<file path="src/rtl/pser_pkg.sv">
// Package of constants for the power state and local error status block.
package pser_pkg;

  // Function counts and field width of the power state vectors.
  localparam int PM_W = 3;
  localparam int PF_NUM = 4;
  localparam int VF_NUM = 252;

  // Function power state codes; every other code is reserved.
  localparam logic [2:0] PM_D0_UNINIT = 3'h0;
  localparam logic [2:0] PM_D0_ACTIVE = 3'h1;
  localparam logic [2:0] PM_D1 = 3'h2;
  localparam logic [2:0] PM_D3_HOT = 3'h4;

  // Link power state codes.
  localparam logic [1:0] LINK_L0 = 2'h0;
  localparam logic [1:0] LINK_TX_L0S = 2'h1;
  localparam logic [1:0] LINK_L1 = 2'h2;
  localparam logic [1:0] LINK_L23_READY = 2'h3;
  localparam logic [1:0] PHY_DL_UP = 2'h3;

  // Local error codes.
  localparam int ERR_W = 5;
  localparam int ERR_SRC_N = 32;
  localparam logic [4:0] ERR_NONE = 5'h00;
  localparam logic [4:0] ERR_PHY = 5'h01;
  localparam logic [4:0] ERR_REPLAY_TO = 5'h02;
  localparam logic [4:0] ERR_REPLAY_ROLL = 5'h03;
  localparam logic [4:0] ERR_BAD_TLP = 5'h04;
  localparam logic [4:0] ERR_BAD_DLLP = 5'h05;
  localparam logic [4:0] ERR_LINK_PROTO = 5'h06;
  localparam logic [4:0] ERR_REPLAY_COR = 5'h07;
  localparam logic [4:0] ERR_REPLAY_UNC = 5'h08;
  localparam logic [4:0] ERR_POSTED_COR = 5'h09;
  localparam logic [4:0] ERR_POSTED_UNC = 5'h0A;
  localparam logic [4:0] ERR_CPL_COR = 5'h0B;
  localparam logic [4:0] ERR_CPL_UNC = 5'h0C;
  localparam logic [4:0] ERR_OVF_POSTED = 5'h0D;
  localparam logic [4:0] ERR_OVF_NONPOSTED = 5'h0E;
  localparam logic [4:0] ERR_OVF_CPL = 5'h0F;
  localparam logic [4:0] ERR_FC_PROTO = 5'h10;
  localparam logic [4:0] ERR_TX_PARITY = 5'h11;
  localparam logic [4:0] ERR_UNEXP_CPL = 5'h12;
  localparam logic [4:0] ERR_CPL_TIMEOUT = 5'h13;
  localparam logic [4:0] ERR_REQ_STREAM_DROP = 5'h14;
  localparam logic [4:0] ERR_CPL_STREAM_DROP = 5'h16;
  localparam logic [4:0] ERR_USER_COR = 5'h17;
  localparam logic [4:0] ERR_USER_UNC = 5'h18;

  // Codes that carry a source; one bit per code.
  localparam logic [31:0] ERR_LEGAL_MASK = 32'h01DF_FFFE;
  // Priority per code, 0 highest; 31 marks a code with no source.
  localparam logic [4:0] ERR_PRIO [0:31] = '{
    5'h1F, 5'h10, 5'h0C, 5'h0D, 5'h0A, 5'h0B, 5'h09, 5'h16,
    5'h03, 5'h14, 5'h15, 5'h15, 5'h02, 5'h05, 5'h06, 5'h07,
    5'h08, 5'h0E, 5'h0F, 5'h11, 5'h12, 5'h1F, 5'h13, 5'h17,
    5'h17, 5'h1F, 5'h1F, 5'h1F, 5'h1F, 5'h1F, 5'h1F, 5'h1F};
  localparam logic [4:0] ERR_PRIO_NONE = 5'h1F;

  // Register byte offsets.
  localparam logic [7:0] REG_CTRL = 8'h00;
  localparam logic [7:0] REG_IRQ_STATUS = 8'h04;
  localparam logic [7:0] REG_IRQ_MASK = 8'h08;
  localparam logic [7:0] REG_ERR_INFO = 8'h0C;
  localparam logic [7:0] REG_PF_STATE = 8'h10;
  localparam logic [7:0] REG_ERR_COUNT = 8'h14;

  // Control bits and reset values.
  localparam int CTRL_REPORT_EN = 0;
  localparam int CTRL_INJ_COR = 1;
  localparam int CTRL_INJ_UNC = 2;
  localparam logic [31:0] CTRL_RESET = 32'h0000_0001;
  localparam logic [3:0] IRQ_MASK_RESET = 4'h0;

  // Interrupt status bits.
  localparam int IRQ_W = 4;
  localparam int IRQ_LOCAL_ERR = 0;
  localparam int IRQ_PF_CHANGE = 1;
  localparam int IRQ_VF_CHANGE = 2;
  localparam int IRQ_LINK_CHANGE = 3;

  // Error information fields.
  localparam int INFO_LINK_LSB = 8;
  localparam int INFO_PHY_LSB = 12;
  localparam int ERR_CNT_W = 16;

  // Bus answers.
  localparam logic [1:0] RESP_OKAY = 2'h0;
  localparam logic [1:0] RESP_SLVERR = 2'h2;

endpackage

</file>
<file path="src/rtl/pser_err_enc.sv">
// Priority selector that picks one local error code out of concurrent sources.
`timescale 1ns/1ps
`default_nettype none
module pser_err_enc
  import pser_pkg::*;
(
  // Source bits, one per error code.
  input wire logic [ERR_SRC_N-1:0] err_src,
  // Winning code.
  output logic err_hit,
  output logic [ERR_W-1:0] err_code
);

  // Lowest priority value wins; a tie goes to the lower code since the test is strict.
  always_comb begin
    logic [4:0] best;
    best = ERR_PRIO_NONE;
    err_hit = 1'b0;
    err_code = ERR_NONE;
    for (int i = 1; i < ERR_SRC_N; i++) begin
      if (err_src[i] && ERR_LEGAL_MASK[i] && (ERR_PRIO[i] < best)) begin
        best = ERR_PRIO[i];
        err_hit = 1'b1;
        err_code = 5'(i);
      end
    end
  end

endmodule
`default_nettype wire

</file>
<file path="src/rtl/pser_top.sv">
// Power state and local error status outputs with an AXI4-Lite register slave.
// How it works
// Twelve-bit PF state, three bits each.
// PF codes D0u, D0a, D1, D3hot only.
// 756-bit VF state, same codes, three each.
// Two-bit link state, valid when link up.
// Five-bit error code, lowest priority value wins.
// Link-layer error codes with their priorities.
// Memory ECC error codes with their priorities.
// Overflow and flow control error codes.
// Parity, unexpected completion, timeout codes.
// Packet drop codes; requester code distinct.
// User correctable and uncorrectable error codes.
// Consumer must not rely only on codes.
// Valid strobe lasts exactly one cycle.
// Outputs registered, reset to D0u and L0.
`timescale 1ns/1ps
`default_nettype none
module pser_top
  import pser_pkg::*;
#(
  parameter int PF_N = PF_NUM,
  parameter int VF_N = VF_NUM
)(
  // Clock and reset.
  input wire logic aclk,
  input wire logic aresetn,
  // Power state from the configuration core.
  input wire logic [PF_N*PM_W-1:0] core_pf_state,
  input wire logic [VF_N*PM_W-1:0] core_vf_state,
  input wire logic [1:0] core_link_state,
  input wire logic [1:0] core_phy_link_status,
  // Error events from the core, one bit per code, pulsed.
  input wire logic [ERR_SRC_N-1:0] core_err_evt,
  // Errors signalled by user logic, pulsed.
  input wire logic user_err_cor,
  input wire logic user_err_unc,
  // Status outputs to user logic.
  output logic [PF_N*PM_W-1:0] func_power_state,
  output logic [VF_N*PM_W-1:0] virt_fn_power_state_vec,
  output logic [1:0] link_power_state,
  output logic [1:0] phy_link_status,
  output logic [ERR_W-1:0] local_error_out,
  output logic local_error_valid,
  // Interrupt.
  output logic irq,
  // AXI4-Lite write address.
  input wire logic [7:0] s_axi_awaddr,
  input wire logic s_axi_awvalid,
  output logic s_axi_awready,
  // AXI4-Lite write data.
  input wire logic [31:0] s_axi_wdata,
  input wire logic [3:0] s_axi_wstrb,
  input wire logic s_axi_wvalid,
  output logic s_axi_wready,
  // AXI4-Lite write response.
  output logic [1:0] s_axi_bresp,
  output logic s_axi_bvalid,
  input wire logic s_axi_bready,
  // AXI4-Lite read address.
  input wire logic [7:0] s_axi_araddr,
  input wire logic s_axi_arvalid,
  output logic s_axi_arready,
  // AXI4-Lite read data.
  output logic [31:0] s_axi_rdata,
  output logic [1:0] s_axi_rresp,
  output logic s_axi_rvalid,
  input wire logic s_axi_rready
);

  // Accepts only the four documented state codes.
  function automatic logic pm_legal(input logic [2:0] code);
    pm_legal = (code == PM_D0_UNINIT) || (code == PM_D0_ACTIVE) ||
               (code == PM_D1) || (code == PM_D3_HOT);
  endfunction

  logic [PF_N*PM_W-1:0] pf_state_r;
  logic [PF_N*PM_W-1:0] pf_state_nxt;
  logic [VF_N*PM_W-1:0] vf_state_r;
  logic [VF_N*PM_W-1:0] vf_state_nxt;
  logic [1:0] link_state_r;
  logic [1:0] phy_status_r;
  logic [ERR_W-1:0] err_code_r;
  logic err_valid_r;
  logic [31:0] ctrl_r;
  logic [IRQ_W-1:0] irq_status_r;
  logic [IRQ_W-1:0] irq_mask_r;
  logic [IRQ_W-1:0] irq_event;
  logic [ERR_CNT_W-1:0] err_count_r;
  logic [ERR_SRC_N-1:0] err_src;
  logic err_hit;
  logic [ERR_W-1:0] err_code;
  logic inj_cor_r;
  logic inj_unc_r;

  // AXI bookkeeping.
  logic aw_held_r;
  logic w_held_r;
  logic [7:0] aw_addr_r;
  logic [31:0] w_data_r;
  logic [3:0] w_strb_r;
  logic bvalid_r;
  logic [1:0] bresp_r;
  logic rvalid_r;
  logic [1:0] rresp_r;
  logic [31:0] rdata_r;
  logic wr_fire;
  logic wr_byte0;
  logic [31:0] rd_word;
  logic rd_hit;
  logic wr_hit;

  // Reserved codes from the core are dropped by holding the last legal state,
  // so the outputs never show a reserved value even if the core glitches.
  genvar f;
  generate
    for (f = 0; f < PF_N; f++) begin : g_pf
      assign pf_state_nxt[f*PM_W +: PM_W] = pm_legal(core_pf_state[f*PM_W +: PM_W]) ?
          core_pf_state[f*PM_W +: PM_W] : pf_state_r[f*PM_W +: PM_W];
    end
    for (f = 0; f < VF_N; f++) begin : g_vf
      assign vf_state_nxt[f*PM_W +: PM_W] = pm_legal(core_vf_state[f*PM_W +: PM_W]) ?
          core_vf_state[f*PM_W +: PM_W] : vf_state_r[f*PM_W +: PM_W];
    end
  endgenerate

  // Physical function power states, field f in bits [3f+2:3f].
  always_ff @(posedge aclk) begin
    if (!aresetn) begin
      pf_state_r <= {PF_N{PM_D0_UNINIT}};
    end else begin
      pf_state_r <= pf_state_nxt;
    end
  end

  // Virtual function power states.
  always_ff @(posedge aclk) begin
    if (!aresetn) begin
      vf_state_r <= {VF_N{PM_D0_UNINIT}};
    end else begin
      vf_state_r <= vf_state_nxt;
    end
  end

  // Link power state and physical link status travel together, so a consumer
  // that checks for a completed data link sees both from the same cycle.
  always_ff @(posedge aclk) begin
    if (!aresetn) begin
      link_state_r <= LINK_L0;
      phy_status_r <= 2'h0;
    end else begin
      link_state_r <= core_link_state;
      phy_status_r <= core_phy_link_status;
    end
  end

  // Error sources by code; the user sources merge the port and software inject.
  always_comb begin
    err_src = core_err_evt & ERR_LEGAL_MASK;
    err_src[ERR_USER_COR] = user_err_cor | inj_cor_r;
    err_src[ERR_USER_UNC] = user_err_unc | inj_unc_r;
    if (!ctrl_r[CTRL_REPORT_EN]) begin
      err_src = '0;
    end
  end

  // Priority selection of concurrent errors.
  pser_err_enc u_enc (
    .err_src(err_src),
    .err_hit(err_hit),
    .err_code(err_code)
  );

  // One strobe per cycle with an error; losers of the same cycle are not
  // queued, which is why the consumer should also read the error registers.
  always_ff @(posedge aclk) begin
    if (!aresetn) begin
      err_valid_r <= 1'b0;
      err_code_r <= ERR_NONE;
    end else begin
      err_valid_r <= err_hit;
      if (err_hit) begin
        err_code_r <= err_code;
      end
    end
  end

  // Saturating count of reported errors, a second witness beside the strobe.
  always_ff @(posedge aclk) begin
    if (!aresetn) begin
      err_count_r <= '0;
    end else if (err_hit && (err_count_r != {ERR_CNT_W{1'b1}})) begin
      err_count_r <= err_count_r + 1'b1;
    end
  end

  // Interrupt sources.
  assign irq_event[IRQ_LOCAL_ERR] = err_hit;
  assign irq_event[IRQ_PF_CHANGE] = |(pf_state_nxt ^ pf_state_r);
  assign irq_event[IRQ_VF_CHANGE] = |(vf_state_nxt ^ vf_state_r);
  assign irq_event[IRQ_LINK_CHANGE] = (core_link_state != link_state_r);

  // Write handshake: address and data are taken in either order and held.
  assign s_axi_awready = !aw_held_r && !bvalid_r;
  assign s_axi_wready = !w_held_r && !bvalid_r;
  assign wr_fire = aw_held_r && w_held_r && !bvalid_r;
  assign wr_byte0 = wr_fire && w_strb_r[0];
  assign wr_hit = (aw_addr_r == REG_CTRL) || (aw_addr_r == REG_IRQ_STATUS) ||
                  (aw_addr_r == REG_IRQ_MASK) || (aw_addr_r == REG_ERR_INFO) ||
                  (aw_addr_r == REG_PF_STATE) || (aw_addr_r == REG_ERR_COUNT);

  always_ff @(posedge aclk) begin
    if (!aresetn) begin
      aw_held_r <= 1'b0;
      aw_addr_r <= 8'h00;
    end else if (s_axi_awvalid && s_axi_awready) begin
      aw_held_r <= 1'b1;
      aw_addr_r <= {s_axi_awaddr[7:2], 2'b00};
    end else if (wr_fire) begin
      aw_held_r <= 1'b0;
    end
  end

  always_ff @(posedge aclk) begin
    if (!aresetn) begin
      w_held_r <= 1'b0;
      w_data_r <= 32'h0000_0000;
      w_strb_r <= 4'h0;
    end else if (s_axi_wvalid && s_axi_wready) begin
      w_held_r <= 1'b1;
      w_data_r <= s_axi_wdata;
      w_strb_r <= s_axi_wstrb;
    end else if (wr_fire) begin
      w_held_r <= 1'b0;
    end
  end

  // Write response; unmapped addresses answer with a slave error.
  always_ff @(posedge aclk) begin
    if (!aresetn) begin
      bvalid_r <= 1'b0;
      bresp_r <= RESP_OKAY;
    end else if (wr_fire) begin
      bvalid_r <= 1'b1;
      bresp_r <= wr_hit ? RESP_OKAY : RESP_SLVERR;
    end else if (s_axi_bready) begin
      bvalid_r <= 1'b0;
    end
  end

  // Control register; inject bits self-clear into one-cycle pulses.
  always_ff @(posedge aclk) begin
    if (!aresetn) begin
      ctrl_r <= CTRL_RESET;
      inj_cor_r <= 1'b0;
      inj_unc_r <= 1'b0;
    end else begin
      inj_cor_r <= 1'b0;
      inj_unc_r <= 1'b0;
      if (wr_byte0 && (aw_addr_r == REG_CTRL)) begin
        ctrl_r <= {31'h0000_0000, w_data_r[CTRL_REPORT_EN]};
        inj_cor_r <= w_data_r[CTRL_INJ_COR];
        inj_unc_r <= w_data_r[CTRL_INJ_UNC];
      end
    end
  end

  // Sticky status, write one to clear; a new event in the same cycle wins.
  always_ff @(posedge aclk) begin
    if (!aresetn) begin
      irq_status_r <= '0;
    end else if (wr_byte0 && (aw_addr_r == REG_IRQ_STATUS)) begin
      irq_status_r <= (irq_status_r & ~w_data_r[IRQ_W-1:0]) | irq_event;
    end else begin
      irq_status_r <= irq_status_r | irq_event;
    end
  end

  // Interrupt mask, one enables the matching status bit.
  always_ff @(posedge aclk) begin
    if (!aresetn) begin
      irq_mask_r <= IRQ_MASK_RESET;
    end else if (wr_byte0 && (aw_addr_r == REG_IRQ_MASK)) begin
      irq_mask_r <= w_data_r[IRQ_W-1:0];
    end
  end

  // Read mux.
  always_comb begin
    rd_word = 32'h0000_0000;
    rd_hit = 1'b1;
    unique case ({s_axi_araddr[7:2], 2'b00})
      REG_CTRL: begin
        rd_word = ctrl_r;
      end
      REG_IRQ_STATUS: begin
        rd_word[IRQ_W-1:0] = irq_status_r;
      end
      REG_IRQ_MASK: begin
        rd_word[IRQ_W-1:0] = irq_mask_r;
      end
      REG_ERR_INFO: begin
        rd_word[ERR_W-1:0] = err_code_r;
        rd_word[INFO_LINK_LSB +: 2] = link_state_r;
        rd_word[INFO_PHY_LSB +: 2] = phy_status_r;
      end
      REG_PF_STATE: begin
        rd_word[PF_N*PM_W-1:0] = pf_state_r;
      end
      REG_ERR_COUNT: begin
        rd_word[ERR_CNT_W-1:0] = err_count_r;
      end
      default: begin
        rd_hit = 1'b0;
      end
    endcase
  end

  // Read channel: one word answered on the cycle after the address is taken.
  assign s_axi_arready = !rvalid_r;
  always_ff @(posedge aclk) begin
    if (!aresetn) begin
      rvalid_r <= 1'b0;
      rdata_r <= 32'h0000_0000;
      rresp_r <= RESP_OKAY;
    end else if (s_axi_arvalid && s_axi_arready) begin
      rvalid_r <= 1'b1;
      rdata_r <= rd_word;
      rresp_r <= rd_hit ? RESP_OKAY : RESP_SLVERR;
    end else if (s_axi_rready) begin
      rvalid_r <= 1'b0;
    end
  end

  // Outputs.
  assign func_power_state = pf_state_r;
  assign virt_fn_power_state_vec = vf_state_r;
  assign link_power_state = link_state_r;
  assign phy_link_status = phy_status_r;
  assign local_error_out = err_code_r;
  assign local_error_valid = err_valid_r;
  assign irq = |(irq_status_r & irq_mask_r);
  assign s_axi_bvalid = bvalid_r;
  assign s_axi_bresp = bresp_r;
  assign s_axi_rvalid = rvalid_r;
  assign s_axi_rdata = rdata_r;
  assign s_axi_rresp = rresp_r;

endmodule
`default_nettype wire

</file>
<file path="config.mk">
export PLATFORM = sky130hd
export DESIGN_NAME = pser_top
export DESIGN_NICKNAME = d
export VERILOG_FILES = /design/src/rtl/pser_pkg.sv /design/src/rtl/pser_err_enc.sv /design/src/rtl/pser_top.sv
export SDC_FILE = /design/constraint.sdc
export NUM_CORES = 2
export LEC_CHECK = 0
export ABC_AREA = 1
export BUFFER_PORTS_ARGS = -buffer_cell sky130_fd_sc_hd__buf_2
export CORE_AREA = 8 8 658 660
export CTS_BUF_LIST = sky130_fd_sc_hd__clkbuf_8
export CTS_CLUSTER_DIAMETER = 80
export DETAILED_ROUTE_END_ITERATION = 16
export DIE_AREA = 0 0 666 668
export GPL_ROUTABILITY_DRIVEN = 0
export PLACE_DENSITY = 0.3
export SYNTH_ARGS = -nofsm -noshare
export SYNTH_HDL_FRONTEND = slang
export SYNTH_SLANG_ARGS = --single-unit
</file>
<file path="constraint.sdc">
create_clock -name aclk -period 2.1 [get_ports aclk]
set_input_delay 0.105 -clock aclk [delete_from_list [all_inputs] [get_ports aclk]]
set_output_delay 0.105 -clock aclk [all_outputs]
set_load 0.1 [all_outputs]
</file>
# After elaboration in Yosys (flattened, before gate mapping)
# Cells that the tools add are included.
[totals]
regBits = 840
inputBits = 865
out_inout_bits = 820
wordCells = 2255
[op_classes]
n_addsub = 1
order_cmp = 22
n_eq_ne = 780
muxes = 343
n_bitwise = 9
reduce_logical = 1078
[ops]
columns = ["operator", "count"]
rows = [
  ["1-bit logical OR", 773],
  ["3-bit by 1-bit equality test with 1-bit output, second input constant", 256],
  ["3-bit by 2-bit equality test with 1-bit output, second input constant", 256],
  ["3-bit equality test, second input constant", 256],
  ["3-bit logical NOT", 256],
  ["3-bit two-way mux", 256],
  ["756-bit OR reduction", 1],
  ["756-bit bitwise XOR", 1],
  ["5-bit two-way mux", 43],
  ["5-bit less-than comparator, first input constant", 9],
  ["4-bit by 5-bit less-than comparator with 1-bit output, first input constant", 8],
  ["1-bit logical AND", 34],
  ["1-bit two-way mux", 32],
  ["25-bit two-way mux", 1],
  ["6-bit by 2-bit equality test with 1-bit output, second input constant", 4],
  ["6-bit by 3-bit equality test with 1-bit output, second input constant", 4],
  ["4-bit one-hot mux with 6 select lines", 1],
  ["16-bit by 1-bit adder with 16-bit output, second input constant", 1],
  ["16-bit != test, second input constant", 1],
  ["3-bit by 5-bit less-than comparator with 1-bit output, first input constant", 3],
  ["6-bit by 1-bit equality test with 1-bit output, second input constant", 2],
  ["12-bit OR reduction", 1],
  ["12-bit bitwise XOR", 1],
  ["2-bit by 5-bit less-than comparator with 1-bit output, first input constant", 2],
  ["18 further kinds", 31],
]

# Depth between registers and ports, before layout
[depth]
ltp_word = 71
ltp_mapped = 22
mapped_depth_nobuf = 21

# Modules after synthesis
# Synthesis repeated with hierarchy kept, for this count alone.
[unflattened]
hier_cells = 8290
hier_area_um2 = 51598.2
[modules_own_cells]
columns = ["mod", "n_inst", "cells_each", "area_each_um2", "seq_area_each_um2"]
rows = [
  ["pser_top", 1, 8119, 50693.6, 16776.1],
  ["pser_err_enc", 1, 171, 904.6, 0.0],
]

# Worst setup path before layout
# Ideal clock, no wire load.
[synth_path]
path_type = "flip-flop to flip-flop"
startpoint = "register bvalid_r, in the netlist s_axi_bvalid"
endpoint = "register w_data_r[0]"
setup_ps = 127
t_arrival_ps = 2903
t_required_ps = 1973
slack_ps = -930
path_stages_with_launch = 5
n_path_buf = 0
synth_period_minus_slack_ps = 3030
path_cell_list = "dfxtp_1 > nor2_1 > nand2_1 > o21ai_0 > a21oi_1"
[synth_via]
elab_chain_len = 3
[synth_rtl]
columns = ["item", "line_no", "rtl"]
rows = [
  ["from (decl)", "pser_top.sv:102", "logic bvalid_r;"],
  ["from (signal assigned)", "pser_top.sv:241", "bvalid_r <= 1'b0;"],
  ["from (signal assigned)", "pser_top.sv:244", "bvalid_r <= 1'b1;"],
  ["from (signal assigned)", "pser_top.sv:247", "bvalid_r <= 1'b0;"],
  ["1-bit logical NOT", "pser_top.sv:205", "assign s_axi_wready = !w_held_r && !bvalid_r;"],
  ["1-bit logical AND", "pser_top.sv:205", ""],
  ["via s_axi_wready", "pser_top.sv:55", "output logic s_axi_wready,"],
  ["1-bit logical AND", "pser_top.sv:229", "end else if (s_axi_wvalid && s_axi_wready) begin"],
  ["to (signal assigned)", "pser_top.sv:231", "w_data_r <= s_axi_wdata;"],
  ["to (decl)", "pser_top.sv:100", "logic [31:0] w_data_r;"],
]
# The timed path passes the listed nets, and every way through them passes these cells.
# A chain may end at the register's enable or synchronous reset.

# Worst setup path in the final report
[layout_path]
startpoint = "register vf_state_r[710], in the netlist virt_fn_power_state_vec[710]"
endpoint = "register irq_status_r[2]"
[layout_via]
elab_chain_len = 5
elab_cells_between_ends = 6
cone_classes = "mux: 2; bitwise: 3; reduce/logical: 1"
[layout_rtl]
columns = ["item", "line_no", "rtl"]
rows = [
  ["from (decl)", "pser_top.sv:79", "logic [VF_N*PM_W-1:0] vf_state_r;"],
  ["from (signal assigned)", "pser_top.sv:139", "vf_state_r <= {VF_N{PM_D0_UNINIT}};"],
  ["from (signal assigned)", "pser_top.sv:141", "vf_state_r <= vf_state_nxt;"],
  ["3-bit two-way mux", "pser_top.sv:122", "assign vf_state_nxt[f*PM_W +: PM_W] = pm_legal(core_vf_state[f*PM_W +: PM_W]) ?"],
  ["756-bit bitwise XOR (*)", "pser_top.sv:200", "assign irq_event[IRQ_VF_CHANGE] = |(vf_state_nxt ^ vf_state_r);"],
  ["756-bit OR reduction (*)", "pser_top.sv:200", ""],
  ["4-bit bitwise OR, on equally long branches", "pser_top.sv:275, pser_top.sv:273", ""],
  ["4-bit two-way mux (*)", "pser_top.sv:272", "end else if (wr_byte0 && (aw_addr_r == REG_IRQ_STATUS)) begin"],
  ["to (signal assigned)", "pser_top.sv:273", "irq_status_r <= (irq_status_r & ~w_data_r[IRQ_W-1:0]) | irq_event;"],
  ["to (signal assigned)", "pser_top.sv:275", "irq_status_r <= irq_status_r | irq_event;"],
  ["to (decl)", "pser_top.sv:86", "logic [IRQ_W-1:0] irq_status_r;"],
]
# Every way passes the cells marked *; elsewhere a longest branch is shown, timed or not.

==> qor.csv <==
metric,value,unit
outcome,"finished, violations left",
violations,setup timing,
syn_to_final_growth,157,%
root_buffer,clkbuf_8,
final_hold_viol_count,0,
synth_edf_count,0,
p_leak,55.9,nW
worstPathRequired,3.09,ns
postSynthAreaPerCell,6.55,um^2
rsz0062_at_grt,true,
clock_skew,0.0818,ns
grt_pass1_vias,77190,
clock_sinks,838,
fin_ws,-0.781,ns
worst_path_largest_cell_delay,0.48,ns
finalCriticalPeriod,2.88,ns
vias,77140,
setup.worst_path.start_class,flip-flop,
vdd_drop_max,479,uV
final_cell_mix,"buf_4, dlygate4sd3_1, nor2_1, inv_1, nand2_1",
drcViolationCount,0,
numPortBuffers,1620,
routed_wirelength,652,mm
die_w,666,um
routed_via_density,3.96,
layout_commonest_cell,buf_4,
cp_max_fo,2,
reg2reg_depth,13,
slew_viol_final,0,
ios,1685,
synth-seq-cells,838,
worstMarginPinSlew,1.11,ns
drt_iter0_drc,5118,
fin_crit_sh,137,%
yosysUniqueCellTypes,67,
fmax,347,MHz
dp_hpwl,584,mm
synthFlopType,dfxtp_1,
worst_setup_path_end_kind,flip-flop,
grt_max_degree,72,
path_cells,o211ai_1 > o21ai_0 > nor2_1 > nand4_1 > buf_4 > nor2_1 > nand2_1 > nor2_1 > nand2_1 > nor2_2 > nand4_1 > nor2_1 > nor2_1,
netlist_area,0.0450,mm^2
yosysSeqAreaShare,37.3,%
antenna_found_initial,237,
fillCellCount,47237,
cts_tree,yes,
wl_per_cell,33.5,um
gr-total-overflow,0,
arrival,3.87,ns
finish.net_count,14441,
holdWs,0.0477,ns
core_area,0.422,mm^2
fin_util,27.4,%
clock_path_buffers,4,
multi_input_area,0.0246,mm^2
grt_pass1_wl,808,mm
dr.pass1.iters,6,
setup_viol,25,
cts-buffers-inserted,213,
holdPathStages,9,
drive_above_1_share,43.9,%
yosys_warnings,0,
maxCapViolations,0,
num_rows,239,
start_util,10.7,%
min_path_type,primary input to flip-flop,
die_y,668,um
htree_num_levels,4,
crit_slowest_cell,nor2_1,
die_area,0.445,mm^2
clk_pin_slew_worst_paths,0.06,ns
finalPower,76.7,mW
grt_use_total,28.0,%
critPathMostFrequentCell,nor2_1,
ant_nets,0,
regArea,0.0175,mm^2
relSlewSlack,25.4,%
power_density,663,mW/mm^2
syn_inst,6876,
crit_type,flip-flop to flip-flop,
worstSkewPairLatency,1.10,ns
synth-async-reset-ratio,0,%
-- state kept, by name, indices dropped and copies added (netlist names), 2 cells and up --
| name | cells |
|---|---|
| func_power_state | 12 |
| err_count_r | 16 |
| irq_mask_r | 4 |
| aw_addr_r | 6 |
| phy_link_status | 2 |
| irq_status_r | 4 |
| link_power_state | 2 |
| s_axi_rdata | 16 |
| local_error_out | 5 |
| w_data_r | 4 |
| virt_fn_power_state_vec | 756 |
-- where the power goes --
part           total [mW]  internal, mW  switching [mW]
logic                36.4          13.6            22.8
clock network        22.4          11.8            10.6
registers            17.9          17.1           0.797
total                76.7          42.5            34.2
-- worst max-delay path, delay by kind of cell, from the launching register on --
kind / cells / cell delay, ns
compound gates: 2 / 0.57
simple gates: 10 / 1.56
buf+inv: 1 / 0.28
flops: 1 / 0.34
-- Yosys cell counts, drive strengths merged (68+ instances only) --
library cell | instances | share of area, %
a211oi | 96 | 1.6
a21oi | 289 | 3.3
clkbuf | 91 | 0.76
dfxtp | 838 | 37
inv | 1062 | 8.9
nand2 | 1160 | 9.8
nand3 | 272 | 3.1
nand4 | 113 | 1.6
nor2 | 1345 | 11
nor3 | 107 | 1.2
o21ai | 701 | 7.8
o21bai | 168 | 2.8
o22ai | 173 | 2.4
xor2 | 68 | 1.3
-- layout make-up --
cell class / instances / area share [%]
Clock inverter: 116 / 0.607
Antenna cell: 83 / 0.180
Multi-Input combinational cell: 4873 / 21.3
Inverter: 1063 / 3.47
Sequential cell: 838 / 15.1
Timing Repair Buffer: 6586 / 50.1
Tap cell: 5663 / 6.13
Clock buffer: 257 / 3.06
-- kinds of logic after synthesis --
family	after synthesis	share of synthesized area, %
AND/OR/NAND/NOR	3121	28.8
multiplexers	12	0.267
adder cells (fa/ha/maj)	1	0.0278
AO/OA/AOI/OAI	1644	22.0
flip-flops	838	37.3
XOR/XNOR	76	1.48
buffers and inverters	1183	10.1
other	1	0.00833
-- metal layers --
metal,track usage (%),vias up,wire length [um]
met5,0,-,597
met4,13.7,88,40100
met3,7.61,941,43800
met2,48.7,2647,312000
met1,31.4,37075,255000
li1,-,36389,-
-- timing repair --
item                                   4_1_cts  5_1_grt
setup endpoints to repair                  803       52
gates cloned                                 3        0
buffers inserted                            21        5
endpoints found under the hold margin      838        5
resized for setup                         1687      107
hold buffers                              1603        8
pin swaps                                   34       40
-- worst paths after layout --
check | endpoint | start | slack [ns]
hold / removal | s_axi_rdata[9]$_SDFFE_PN0P_ | s_axi_araddr[5] | 0.05
setup reg to reg | irq_status_r[2]$_SDFF_PN0_ | virt_fn_power_state_vec[710]$_SDFF_PN0_ | -0.78
hold reg to reg | s_axi_rdata[4]$_SDFFE_PN0P_ | s_axi_rdata[4]$_SDFFE_PN0P_ | 0.46
setup / recovery | irq_status_r[2]$_SDFF_PN0_ | virt_fn_power_state_vec[710]$_SDFF_PN0_ | -0.78
-- stage by stage --
step	cells	setup TNS [ns]	cell area (um^2)	worst slack (ns)
floorplan	6893	-1.55	45700	-0.0845
global placement	17397	-15.27	89100	-2.06
detailed placement	17397	-15.28	89100	-1.98
CTS	19394	-11.87	115000	-0.775
global route	19426	-14.80	115000	-0.801
finish	19479	-11.21	116000	-0.781
No activity file was read; power rests on OpenSTA's default activity.
